--- config.mk ---
export PLATFORM = sky130hd
export DESIGN_NAME = optical_ctrl
export DESIGN_NICKNAME = d
export VERILOG_FILES = /design/src/rtl/level_filter.v /design/src/rtl/optical_ctrl.v
export VERILOG_INCLUDE_DIRS = /design/src /design/src/rtl
export SDC_FILE = /design/constraint.sdc
export NUM_CORES = 1
export LEC_CHECK = 0
export BUFFER_PORTS_ARGS = -buffer_cell sky130_fd_sc_hd__buf_2
export CAP_MARGIN = 10
export CORE_ASPECT_RATIO = 1.25
export CORE_MARGIN = 2
export CORE_UTILIZATION = 45
export CTS_BUF_LIST = sky130_fd_sc_hd__clkbuf_16
export CTS_CLUSTER_DIAMETER = 50
export DETAILED_ROUTE_END_ITERATION = 8
export GPL_TIMING_DRIVEN = 0
export MAX_ROUTING_LAYER = met4
export PLACE_DENSITY = 0.66
export RECOVER_POWER = 25
export SYNTH_ARGS = -nofsm -noshare
export SYNTH_HDL_FRONTEND = slang
export SYNTH_HIERARCHICAL = 1
export SYNTH_SLANG_ARGS = --single-unit
--- constraint.sdc ---
create_clock -name ref_clk_i -period 3.2 [get_ports ref_clk_i]
set_input_delay 0.48 -clock ref_clk_i [delete_from_list [all_inputs] [get_ports ref_clk_i]]
set_output_delay 0.48 -clock ref_clk_i [all_outputs]
set_load 0.02 [all_outputs]
--- src/rtl/optical_ctrl_defines.vh ---
// Constants for the optical module control logic.
// How it works
// [RQ1] Effective rate pick is pin level OR software select bit.
// [RQ2] Decoding applies only when rate id byte matches code and enable bit set.
// [RQ3] Pick pair 00 low lock, 01 rx high tx bypass, 10 both bypass, 11 high.
// [RQ4] Low and high rates come from the rate identification byte.
// [RQ5] Transmitter off while disable input is high or left open.
// [RQ6] Transmit output off within 100 us after disable rises.
// [RQ7] Transmit output back within 2 ms after disable falls, normal operation.
// [RQ8] Transmit fault output high on a laser fault condition.
// [RQ9] Transmit fault asserted within 1 ms of the fault.
// [RQ10] Host holds disable high at least 10 us to clear a fault.
// [RQ11] Signal lost output high when optical level below threshold.
// [RQ12] Signal lost asserted within 100 us of signal loss.
// [RQ13] Signal lost released within 100 us of signal return.
// [RQ14] Stable output within 500 us in fibre channel, else 24 ms.
// [RQ15] Unconnected rate pick pins read as zero.
// [RQ16] Presence output is grounded, so driven low.
// [RQ17] Serial interface ready within 300 ms of power on.
// [RQ18] Fully operational at power level one within 300 ms.
// [RQ19] Power level two entry complete within 300 ms after stop.
// [RQ20] Power level two exit complete within 300 ms after stop.
// [RQ21] Identification and diagnostics readable over serial interface.
// [RQ22] Host inputs synchronised; fault stays latched until reset sequence.
`ifndef OPTICAL_CTRL_DEFINES_VH
`define OPTICAL_CTRL_DEFINES_VH
`define CLK_PERIOD_NS      100
`define RATE_CODE          8'h0e
`define T_OFF_US           100
`define T_ON_MS            2
`define T_FAULT_ON_MS      1
`define T_RESET_US         10
`define T_LOS_US           100
`define T_RS_FC_US         500
`define T_RS_MS            24
`define T_START_MS         300
`define CYC_OFF            ((`T_OFF_US * 1000) / `CLK_PERIOD_NS)
`define CYC_ON             ((`T_ON_MS * 1000000) / `CLK_PERIOD_NS)
`define CYC_FAULT          ((`T_FAULT_ON_MS * 1000000) / `CLK_PERIOD_NS)
`define CYC_RESET          ((`T_RESET_US * 1000 + `CLK_PERIOD_NS - 1) / `CLK_PERIOD_NS)
`define CYC_LOS            ((`T_LOS_US * 1000) / `CLK_PERIOD_NS)
`define CYC_RS_FC          ((`T_RS_FC_US * 1000) / `CLK_PERIOD_NS)
`define CYC_RS             ((`T_RS_MS * 1000000) / `CLK_PERIOD_NS)
`define CYC_START          ((`T_START_MS * 1000000) / `CLK_PERIOD_NS)
`define CDR_LOCK_LOW       2'h0
`define CDR_LOCK_HIGH      2'h1
`define CDR_BYPASS         2'h2
`endif

--- src/rtl/level_filter.v ---
// Synchroniser plus debounce counter for one level input.
`timescale 1ns/1ps
module level_filter #(
    parameter [24:0] HOLD = 25'h1
) (
    // Clock and control.
    input  wire ref_clk_i,
    input  wire reset_i,
    input  wire enable_i,
    input  wire init_i,
    // Level.
    input  wire level_i,
    output reg  level_o,
    output reg  sync_o
);
    reg        meta_r;
    reg [24:0] count_r;

    always @(posedge ref_clk_i) begin
        if (reset_i) begin
            meta_r  <= 1'b0;
            sync_o  <= 1'b0;
            level_o <= 1'b0;
            count_r <= 25'h0;
        end else if (enable_i) begin
            meta_r <= level_i; // [RQ22]
            sync_o <= meta_r;
            if (init_i) begin
                level_o <= sync_o;
                count_r <= 25'h0;
            end else if (sync_o == level_o) begin
                count_r <= 25'h0;
            end else if (count_r + 25'h1 >= HOLD) begin
                level_o <= sync_o;
                count_r <= 25'h0;
            end else begin
                count_r <= count_r + 25'h1;
            end
        end
    end
endmodule // level_filter

--- src/rtl/optical_ctrl.v ---
// Low-speed control and status logic of the optical module.
`timescale 1ns/1ps
`include "optical_ctrl_defines.vh"
module optical_ctrl #(
    parameter [24:0] START_CYC = `CYC_START,
    parameter [24:0] ON_CYC    = `CYC_ON,
    parameter [24:0] FAULT_CYC = `CYC_FAULT,
    parameter [24:0] RS_CYC    = `CYC_RS
) (
    // Clock, reset, enable.
    input  wire       ref_clk_i,
    input  wire       reset_i,
    input  wire       clk_en_i,
    // Host pins.
    input  wire       tx_disable_i,
    input  wire       tx_disable_open_i,
    input  wire       receive_rate_pick_i,
    input  wire       transmit_rate_pick_i,
    // Serial interface side.
    input  wire       soft_rx_pick_i,
    input  wire       soft_tx_pick_i,
    input  wire [7:0] rate_id_i,
    input  wire       rate_sel_en_i,
    input  wire       fc_mode_i,
    input  wire       high_power_req_i,
    input  wire       stop_seen_i,
    // Analog side.
    input  wire       laser_fault_i,
    input  wire       signal_low_i,
    // Outputs.
    output reg        laser_on_o,
    output reg        tx_fault_o,
    output reg        rx_los_o,
    output reg        module_missing_o,
    output reg  [1:0] rx_cdr_mode_o,
    output reg  [1:0] tx_cdr_mode_o,
    output reg  [3:0] cdr_rate_o,
    output reg        rate_stable_o,
    output reg        serial_ready_o,
    output reg        operational_o,
    output reg        high_power_o,
    output reg        power_settled_o
);
    localparam [1:0] ST_START = 2'h0;
    localparam [1:0] ST_RUN   = 2'h1;
    localparam [1:0] ST_OFF   = 2'h2;
    localparam [1:0] ST_FAULT = 2'h3;

    localparam [24:0] OFF_CYC   = `CYC_OFF;
    localparam [24:0] RST_CYC   = `CYC_RESET;
    localparam [24:0] RSFC_CYC  = `CYC_RS_FC;
    localparam [24:0] LOS_CYC   = `CYC_LOS;
    localparam [7:0]  RATE_CODE = `RATE_CODE;

    wire       dis_lvl;
    wire       dis_raw;
    wire       fault_lvl;
    wire       los_lvl;
    wire       rxp_lvl;
    wire       txp_lvl;
    reg  [1:0] state_r;
    reg  [1:0] state_nxt;
    reg [24:0] timer_r;
    reg [24:0] dis_hold_r;
    reg [24:0] rs_timer_r;
    reg [24:0] pwr_timer_r;
    reg        pick_prev_r;
    reg        hp_pending_r;
    reg        fault_latch_r;
    reg        init_r;
    reg  [1:0] init_cnt_r;
    wire       rx_pick;
    wire       tx_pick;
    wire       decode_on;
    wire       pick_any;
    wire [24:0] rs_limit;

    // Disable reads high when open because of the internal pull-up.
    wire dis_pin = tx_disable_i | tx_disable_open_i; // [RQ5]

    level_filter #(.HOLD(25'h1)) u_dis (
        .ref_clk_i (ref_clk_i),
        .reset_i   (reset_i),
        .enable_i  (clk_en_i),
        .init_i    (init_r),
        .level_i   (dis_pin),
        .level_o   (dis_lvl),
        .sync_o    (dis_raw)
    );

    level_filter #(.HOLD(25'h1)) u_flt (
        .ref_clk_i (ref_clk_i),
        .reset_i   (reset_i),
        .enable_i  (clk_en_i),
        .init_i    (init_r),
        .level_i   (laser_fault_i),
        .level_o   (fault_lvl),
        .sync_o    ()
    );

    level_filter #(.HOLD(LOS_CYC - 25'h4)) u_los (
        .ref_clk_i (ref_clk_i),
        .reset_i   (reset_i),
        .enable_i  (clk_en_i),
        .init_i    (init_r),
        .level_i   (signal_low_i),
        .level_o   (los_lvl), // [RQ11]
        .sync_o    ()
    );

    level_filter #(.HOLD(25'h1)) u_rxp (
        .ref_clk_i (ref_clk_i),
        .reset_i   (reset_i),
        .enable_i  (clk_en_i),
        .init_i    (init_r),
        .level_i   (receive_rate_pick_i), // [RQ15]
        .level_o   (rxp_lvl),
        .sync_o    ()
    );

    level_filter #(.HOLD(25'h1)) u_txp (
        .ref_clk_i (ref_clk_i),
        .reset_i   (reset_i),
        .enable_i  (clk_en_i),
        .init_i    (init_r),
        .level_i   (transmit_rate_pick_i), // [RQ15]
        .level_o   (txp_lvl),
        .sync_o    ()
    );

    assign rx_pick   = rxp_lvl | soft_rx_pick_i; // [RQ1]
    assign tx_pick   = txp_lvl | soft_tx_pick_i; // [RQ1]
    assign decode_on = (rate_id_i == RATE_CODE) & rate_sel_en_i; // [RQ2]
    assign pick_any  = rx_pick | tx_pick;
    assign rs_limit  = fc_mode_i ? RSFC_CYC : RS_CYC; // [RQ14]

    always @* begin
        state_nxt = state_r;
        case (state_r)
            ST_START: begin
                if (timer_r >= START_CYC - 25'h1) begin
                    state_nxt = dis_lvl ? ST_OFF : ST_RUN; // [RQ18]
                end
            end
            ST_RUN: begin
                if (fault_latch_r) begin
                    state_nxt = ST_FAULT;
                end else if (dis_lvl) begin
                    state_nxt = ST_OFF;
                end
            end
            ST_OFF: begin
                if (fault_latch_r) begin
                    state_nxt = ST_FAULT;
                end else if (!dis_lvl && timer_r >= ON_CYC - 25'h8) begin
                    state_nxt = ST_RUN; // [RQ7]
                end
            end
            ST_FAULT: begin
                if (!fault_latch_r && !dis_lvl) begin
                    state_nxt = ST_START; // [RQ18]
                end
            end
            default: state_nxt = ST_START;
        endcase
    end

    always @(posedge ref_clk_i) begin
        if (reset_i) begin
            state_r          <= ST_START;
            timer_r          <= 25'h0;
            init_cnt_r       <= 2'h0;
            init_r           <= 1'b1;
            laser_on_o       <= 1'b0;
            rx_los_o         <= 1'b1;
            module_missing_o <= 1'b0;
            serial_ready_o   <= 1'b0;
            operational_o    <= 1'b0;
        end else if (clk_en_i) begin
            // The filters preload until the synchronisers carry live pin levels.
            if (init_cnt_r != 2'h2) begin
                init_cnt_r <= init_cnt_r + 2'h1;
            end else begin
                init_r <= 1'b0;
            end
            state_r <= state_nxt;
            if (state_nxt != state_r) begin
                timer_r <= 25'h0;
            end else if (timer_r != 25'h1ffffff) begin
                timer_r <= timer_r + 25'h1;
            end
            laser_on_o <= (state_nxt == ST_RUN) & ~dis_lvl; // [RQ5] [RQ6]
            if (!init_r) begin
                rx_los_o <= los_lvl; // [RQ12] [RQ13]
            end
            module_missing_o <= 1'b0; // [RQ16]
            if (state_r == ST_START && timer_r >= START_CYC - 25'h1) begin
                serial_ready_o <= 1'b1; // [RQ17] [RQ21]
            end
            operational_o <= (state_nxt == ST_RUN) | (state_nxt == ST_OFF);
        end
    end

    // Fault latch: set wins; cleared only by a long-enough disable hold.
    always @(posedge ref_clk_i) begin
        if (reset_i) begin
            dis_hold_r    <= 25'h0;
            fault_latch_r <= 1'b0;
            tx_fault_o    <= 1'b0;
        end else if (clk_en_i) begin
            if (dis_raw) begin
                if (dis_hold_r != 25'h1ffffff) begin
                    dis_hold_r <= dis_hold_r + 25'h1;
                end
            end else begin
                dis_hold_r <= 25'h0;
            end
            if (fault_lvl) begin
                fault_latch_r <= 1'b1; // [RQ8]
            end else if (dis_hold_r >= RST_CYC) begin
                fault_latch_r <= 1'b0; // [RQ10] [RQ22]
            end
            tx_fault_o <= fault_latch_r; // [RQ9]
        end
    end

    // Clock recovery steering.
    always @(posedge ref_clk_i) begin
        if (reset_i) begin
            rx_cdr_mode_o <= `CDR_LOCK_LOW;
            tx_cdr_mode_o <= `CDR_LOCK_LOW;
            cdr_rate_o    <= 4'h0;
        end else if (clk_en_i) begin
            if (!decode_on) begin
                rx_cdr_mode_o <= `CDR_LOCK_LOW;
                tx_cdr_mode_o <= `CDR_LOCK_LOW;
            end else begin
                case ({rx_pick, tx_pick}) // [RQ3]
                    2'h0: begin
                        rx_cdr_mode_o <= `CDR_LOCK_LOW;
                        tx_cdr_mode_o <= `CDR_LOCK_LOW;
                    end
                    2'h1: begin
                        rx_cdr_mode_o <= `CDR_LOCK_HIGH;
                        tx_cdr_mode_o <= `CDR_BYPASS;
                    end
                    2'h2: begin
                        rx_cdr_mode_o <= `CDR_BYPASS;
                        tx_cdr_mode_o <= `CDR_BYPASS;
                    end
                    default: begin
                        rx_cdr_mode_o <= `CDR_LOCK_HIGH;
                        tx_cdr_mode_o <= `CDR_LOCK_HIGH;
                    end
                endcase
            end
            cdr_rate_o <= rx_pick ? rate_id_i[7:4] : rate_id_i[3:0]; // [RQ4]
        end
    end

    // Settling timer restarted when the rate picks go from none set to at least one set.
    always @(posedge ref_clk_i) begin
        if (reset_i) begin
            rs_timer_r    <= 25'h0;
            pick_prev_r   <= 1'b0;
            rate_stable_o <= 1'b0;
        end else if (clk_en_i) begin
            pick_prev_r <= pick_any;
            if (pick_any && !pick_prev_r) begin
                rs_timer_r    <= 25'h0;
                rate_stable_o <= 1'b0;
            end else if (!rate_stable_o) begin
                if (rs_timer_r >= rs_limit - 25'h4) begin
                    rate_stable_o <= 1'b1; // [RQ14]
                end else begin
                    rs_timer_r <= rs_timer_r + 25'h1;
                end
            end
        end
    end

    // Power level changes take effect from the stop condition.
    always @(posedge ref_clk_i) begin
        if (reset_i) begin
            pwr_timer_r     <= 25'h0;
            hp_pending_r    <= 1'b0;
            high_power_o    <= 1'b0;
            power_settled_o <= 1'b1;
        end else if (clk_en_i) begin
            if (stop_seen_i && high_power_req_i != high_power_o) begin
                high_power_o    <= high_power_req_i;
                hp_pending_r    <= 1'b1;
                pwr_timer_r     <= 25'h0;
                power_settled_o <= 1'b0;
            end else if (hp_pending_r) begin
                if (pwr_timer_r >= START_CYC - 25'h4) begin
                    hp_pending_r    <= 1'b0;
                    power_settled_o <= 1'b1; // [RQ19] [RQ20]
                end else begin
                    pwr_timer_r <= pwr_timer_r + 25'h1;
                end
            end
        end
    end
endmodule // optical_ctrl

== After elaboration in Yosys (flattened, before gate mapping) ==
Index checks and enable logic that the tools add are counted.
Word-level totals
  bits in registers: 264
  input port bits: 23
  output and inout port bits: 17
  logic and storage cells: 200
Cells by class
  $add $sub $neg: 11
  $lt $le $gt $ge: 10
  equality and inequality tests: 27
  multiplexer cells: 65
  bitwise operators: 10
  reduce and logical (&&, ||, !) cells: 36
Operators by type and width (number)
  25-bit 2-to-1 mux: 25
  25-bit by 1-bit adder with 25-bit output (second input constant): 9
  25-bit by 1-bit >= comparator with 1-bit output (second input constant): 4
  25-bit by 22-bit >= comparator with 1-bit output (second input constant): 2
  25-bit inequality test (second input constant): 2
  1-bit 2-to-1 mux: 26
  25-bit by 10-bit >= comparator with 1-bit output (second input constant): 1
  25-bit by 15-bit >= comparator with 1-bit output (second input constant): 1
  25-bit >= comparator: 1
  25-bit by 7-bit >= comparator with 1-bit output (second input constant): 1
  3-bit AND reduction: 8
  18-bit by 3-bit subtractor with 19-bit output (second input constant): 1
  18-bit 2-to-1 mux: 1
  2-bit 2-to-1 mux: 9
  2-bit inequality test (second input constant): 9
  2-bit nonzero test: 9
  2-bit AND reduction: 8
  2-bit == test (second input constant): 4
  8-bit by 4-bit == test with 1-bit output (second input constant): 1
  2-bit case mux with 2 select lines: 2
  2-bit case mux with 4 select lines: 1
  2-bit by 1-bit == test with 1-bit output (second input constant): 3
  1-bit == test: 5
  1-bit logical AND: 5
  other kinds (11): 21

== Longest topological paths before layout ==
  word-level depth: 8
  gate-level depth with buffers: 12
  mapped depth without buffers: 11

== Cells and area by module ==
Netlist, hierarchy kept.
Modules (own cells, without submodules)
  optical_ctrl: instances 1, cells each 783, area an instance 6397.4 um^2, seq. area each 2482.4 um^2
  level_filter (u_dis ...): instances 4, cells each 134, area an instance 1312.5 um^2, seq. area each 560.5 um^2
  level_filter (u_los): instances 1, cells each 183, area an instance 1629.1 um^2, seq. area each 560.5 um^2

== Least setup slack after synthesis ==
OpenSTA, ideal clock, no wires.
  path type: in2reg
  start point: in fc_mode_i
  end point: reg rs_timer_r[14]
  setup time: 0.128 ns
  arrival: 2.222 ns
  required time: 3.072 ns
  setup slack: 0.850 ns
  cell stages on the path: 10
  path buffers: 1
  path through: ha_1 > a21o_1 > a21o_1 > a2111oi_0 > o21ai_0 > a21oi_1 > buf_2 > nand4_1 > xor2_1 > nor2_1
On the way
  longest elaborated chain between the ends: 5
Ends and longest elaborated chain
  start: declaration: line optical_ctrl.v:24  | input wire fc_mode_i,
  18-bit 2-to-1 mux: line optical_ctrl.v:135  | assign rs_limit = fc_mode_i ? RSFC_CYC : RS_CYC;
  18-bit by 3-bit subtractor with 19-bit output: line optical_ctrl.v:273  | if (rs_timer_r >= rs_limit - 25'h4) begin
  25-bit >= comparator: line optical_ctrl.v:273
  2-bit inequality test (no source line)
  3-bit AND reduction (no source line)
  end signal: assignment: line optical_ctrl.v:276  | rs_timer_r <= rs_timer_r + 25'h1;
  end: declaration: line optical_ctrl.v:65  | reg [24:0] rs_timer_r;
Every way passes these cells.
A chain may end at the register's enable or synchronous reset.

== Worst setup path after layout ==
  start point: reg u_los.count_r[0]
  end point: reg u_los.count_r[5]
On the way
  longest elaborated chain between the ends: 5
Ends and longest elaborated chain
  start: declaration: line level_filter.v:17  | reg [24:0] count_r;
  start signal: assignment: line level_filter.v:37  | count_r <= count_r + 25'h1;
  25-bit by 1-bit adder with 25-bit output (*): line level_filter.v:33, level_filter.v:37
  25-bit by 10-bit >= comparator with 1-bit output: line level_filter.v:33  | end else if (count_r + 25'h1 >= HOLD) begin
  25-bit 2-to-1 mux (*): line level_filter.v:33
  25-bit 2-to-1 mux (*): line level_filter.v:31  | end else if (sync_o == level_o) begin
  25-bit 2-to-1 mux (*): line level_filter.v:28  | if (init_i) begin
Mark *: on every way between the ends. The rest lies on a longest branch, timed or not.

==> summary.md <==
| Metric | Value |
|---|---|
| Maximum fanout along the worst path | 10 |
| PD cells | 498 mW/mm² |
| H-tree depth | 1 |
| Max IR drop VDD | 0.000396 V |
| # Post-CTS Setup Buffers | 0 |
| Fill cells | 2731 |
| Final setup TNS | 0 ns |
| P_sw | 1690 µW |
| Initial core utilization | 45.5% |
| Hold Crit Class | in -> reg |
| Routability cong. | 0.876 |
| Seq/Total Area, Yosys | 39.8% |
| DIE HEIGHT | 196 µm |
| Vias per cell | 5.52 |
| Post-DP HPWL | 19.8 mm |
| Hold path startpoint | receive_rate_pick_i |
| Skew final | 0.0194 ns |
| Comb power frac | 3.6% |
| Ports | 40 |
| Clk sinks | 264 |
| Largest net degree at the start of global routing | 38 |
| Outcome | complete, no violations |
| RSZ-0062 raised after global routing | no |
| Die width | 158 µm |
| Worst skew pair latency | 0.57 ns |
| Layout cells sized above 1 | 11.8% |
| Antenna diodes | 0 |
| Setup-failing EPs final | 0 |
| Post-synth EDFFs | 0 |
| Sw frac | 22.4% |
| Area grow syn2layout | 13.7% |
| Period minus WS final | 2.82 ns |
| Pleak | 0.00559 µW |
| Critical path type | reg -> reg |
| Mapped Nets | 1559 |
| First-pass GRT wire length | 49.0 mm |
| Clock-pin slew on the worst setup and hold paths | 0.06 ns |
| Drt initial violations | 608 |
| Vias in the first global route | 10.5k |
| Avg Inst Size Synth | 8.84 µm² |
| Most frequent cells in the layout | dfxtp_1 (264), nor2_1 (164), nand2_1 (110) |
| Root Driver | clkbuf_16 |
| Final ANT Viol Nets | 0 |
| FF-to-FF Start | u_los/count_r[0] |
| Worst slew pin tran | 0.733 ns |
| Die ar. | 0.0309 mm² |
| IO buf count | 37 |
| Final Max Slew Viols | 0 |
| Routed via count | 11.0k |
| Clock power frac | 52.0% |
| 1st-pass router iterations | 6 |
| Crit path required time | 3.68 ns |
| Post-synthesis register bit count | 264 |
| CTS tree | built |
| Initial antenna violation count | 0 |
| Post-Syn Area | 0.0133 mm² |
| Final Hold Viols | 0 |
| F_max | 355 MHz |
| Nets | 1629 |
| Total of max-cap violations | 0 |
| Seq pwr share | 44.4% |
| Mean routed wirelength per cell | 14.6 µm |
| Netlist cell types | 90 |
| Row count | 70 |
| Critical path arrival | 3.30 ns |
| Total grt overflow | 0 |
| Cts hold-fix bufs | 0 |
| Most common cell after layout, fill and taps aside | dfxtp_1 |
| Clock Path Buffers | 3 |
| Drt drc | 0 |
| Startpoint types | register |
| Gr usage total | 19.3% |
| Relative slew slack | 50.5% |
| Crit share post-route | 88.1% |
| Crit end category | register |
| Synth async-reset ratio | 0% |
| Total power | 7520 µW |
| Core ar. | 0.0292 mm² |
| Synth Flop Type | dfxtp_1 |
| WL final | 29.0 mm |
| Crit. Startpoint | u_los/count_r[0] |
| CTS resizes | 0 |
| Post-Synthesis Cells | 1502 |
| Syn. warnings | 6 |
| CTS Buf Count | 31 |
| Internal power | 5840 µW |
[metrics by stage]
step	setup slack, ns	cells	util (%)	hold slack, ns	area (µm²)
after floorplan	0.850	1502	-	0.431	13300
after global placement	0.237	1935	47.9	0.443	14000
after detailed placement	0.196	1935	47.9	0.448	14000
after CTS	0.375	1991	51.8	0.151	15100
after global routing	0.189	1991	51.8	0.181	15100
final	0.381	1991	51.8	0.170	15100
[synthesized netlist by cell type (all sizes together) (5+ instances only)]
master     n  share of area (%)
nand4b     5               0.33
a311oi    17                1.1
o41ai      6               0.40
nor2     166                4.7
nand4     72                4.2
and4      21                1.4
xor2      51                3.4
o22ai      6               0.28
clkbuf    41                1.2
nor3b      7               0.43
a41oi     10               0.72
nor4      34                2.2
xnor2     36                2.4
nand2    110                3.1
or2        8               0.38
o21ai     35                1.3
and3      18               0.85
or4       11               0.74
ha        34                3.2
mux2i     27                2.0
o32ai      9               0.59
a211o      9               0.59
a21oi     42                1.6
buf       19               0.90
dfxtp    264                 40
inv       43                1.2
o31ai     11               0.62
and2     123                5.8
a211oi    14               0.79
a31oi     17               0.80
nor3      46                2.2
a2111oi    7               0.79
nor2b     10               0.47
or3       25                1.2
nand2b    19               0.90
o211ai     8               0.53
nand3     67                2.8
[cell families (layout without fill, tap and decap cells)]
kind of cell | count (synthesis) | in the layout | share of synthesized area [%]
other | 1 | 1 | 0.0282
xor gates and xnor gates | 87 | 87 | 5.74
and+or+nand+nor | 755 | 755 | 32.7
AOI/OAI and AO/OA | 227 | 227 | 12.7
DFF | 264 | 264 | 39.8
adders and majority gates | 34 | 34 | 3.20
buffers and inverters | 103 | 196 | 3.32
muxes | 31 | 31 | 2.49
[flip-flops by register name, indices dropped and copies added (netlist names), 2 cells and up]
| register | flops |
|---|---|
| cdr_rate_o | 4 |
| dis_hold_r | 25 |
| init_cnt_r | 2 |
| pwr_timer_r | 25 |
| rs_timer_r | 25 |
| rx_cdr_mode_o | 2 |
| state_r | 2 |
| timer_r | 25 |
| tx_cdr_mode_o | 2 |
| u_dis/count_r | 25 |
| u_flt/count_r | 25 |
| u_los/count_r | 25 |
| u_rxp/count_r | 25 |
| u_txp/count_r | 25 |
[path summary, 6_finish.rpt]
| kind | endpoint | slack, ns | depth (start not counted) |
|---|---|---|---|
| worst max-delay path | u_los/count_r[5] | 0.38 | 9 |
| worst min-delay path | u_rxp/meta_r | 0.17 | 3 |
| worst max register to register | u_los/count_r[5] | 0.38 | 9 |
| worst min register to register | rs_timer_r[23] | 0.46 | 1 |
[layer usage]
layer  vias up  track usage (%)  part of all wire [%]
met2       178             33.0                    48
li1       5575                -                     -
met3        55             2.52                   3.5
met4         0             5.89                   2.6
met5         -                -                     0
met1      5181             23.5                    46
[worst max-delay path: stages, from the launching register on]
cell and delay (ns):
dfxtp_1 0.48, ha_1 0.30, nand3_2 0.12, buf_6 0.16, nor4_1 0.37, mux2i_1 0.23, o211ai_1 0.15, nor3_4 0.42
nand3_2 0.29, o22ai_1 0.22
[power by group through the flow]
stage / clock (µW) / combinational, µW / sequential [µW]
final: 3910 / 274 / 3340
after global routing: 4150 / 306 / 3340
after CTS: 4010 / 276 / 3340
after detailed placement: 0 / 275 / 3410
after global placement: 0 / 271 / 3410
after floorplan: 0 / 171 / 3410
[area by class of cell]
class / instances / area (µm²) / area share (%)
multi-input cells: 1135 / 7550 / 50.0
well taps: 396 / 495 / 3.28
repair buffers: 37 / 185 / 1.23
clock buffers: 31 / 776 / 5.14
plain buffers: 60 / 279 / 1.85
clock inverters: 25 / 368 / 2.44
flip-flops and latches: 264 / 5290 / 35.0
inverters: 43 / 161 / 1.07
No activity file was read; power rests on OpenSTA's default activity.
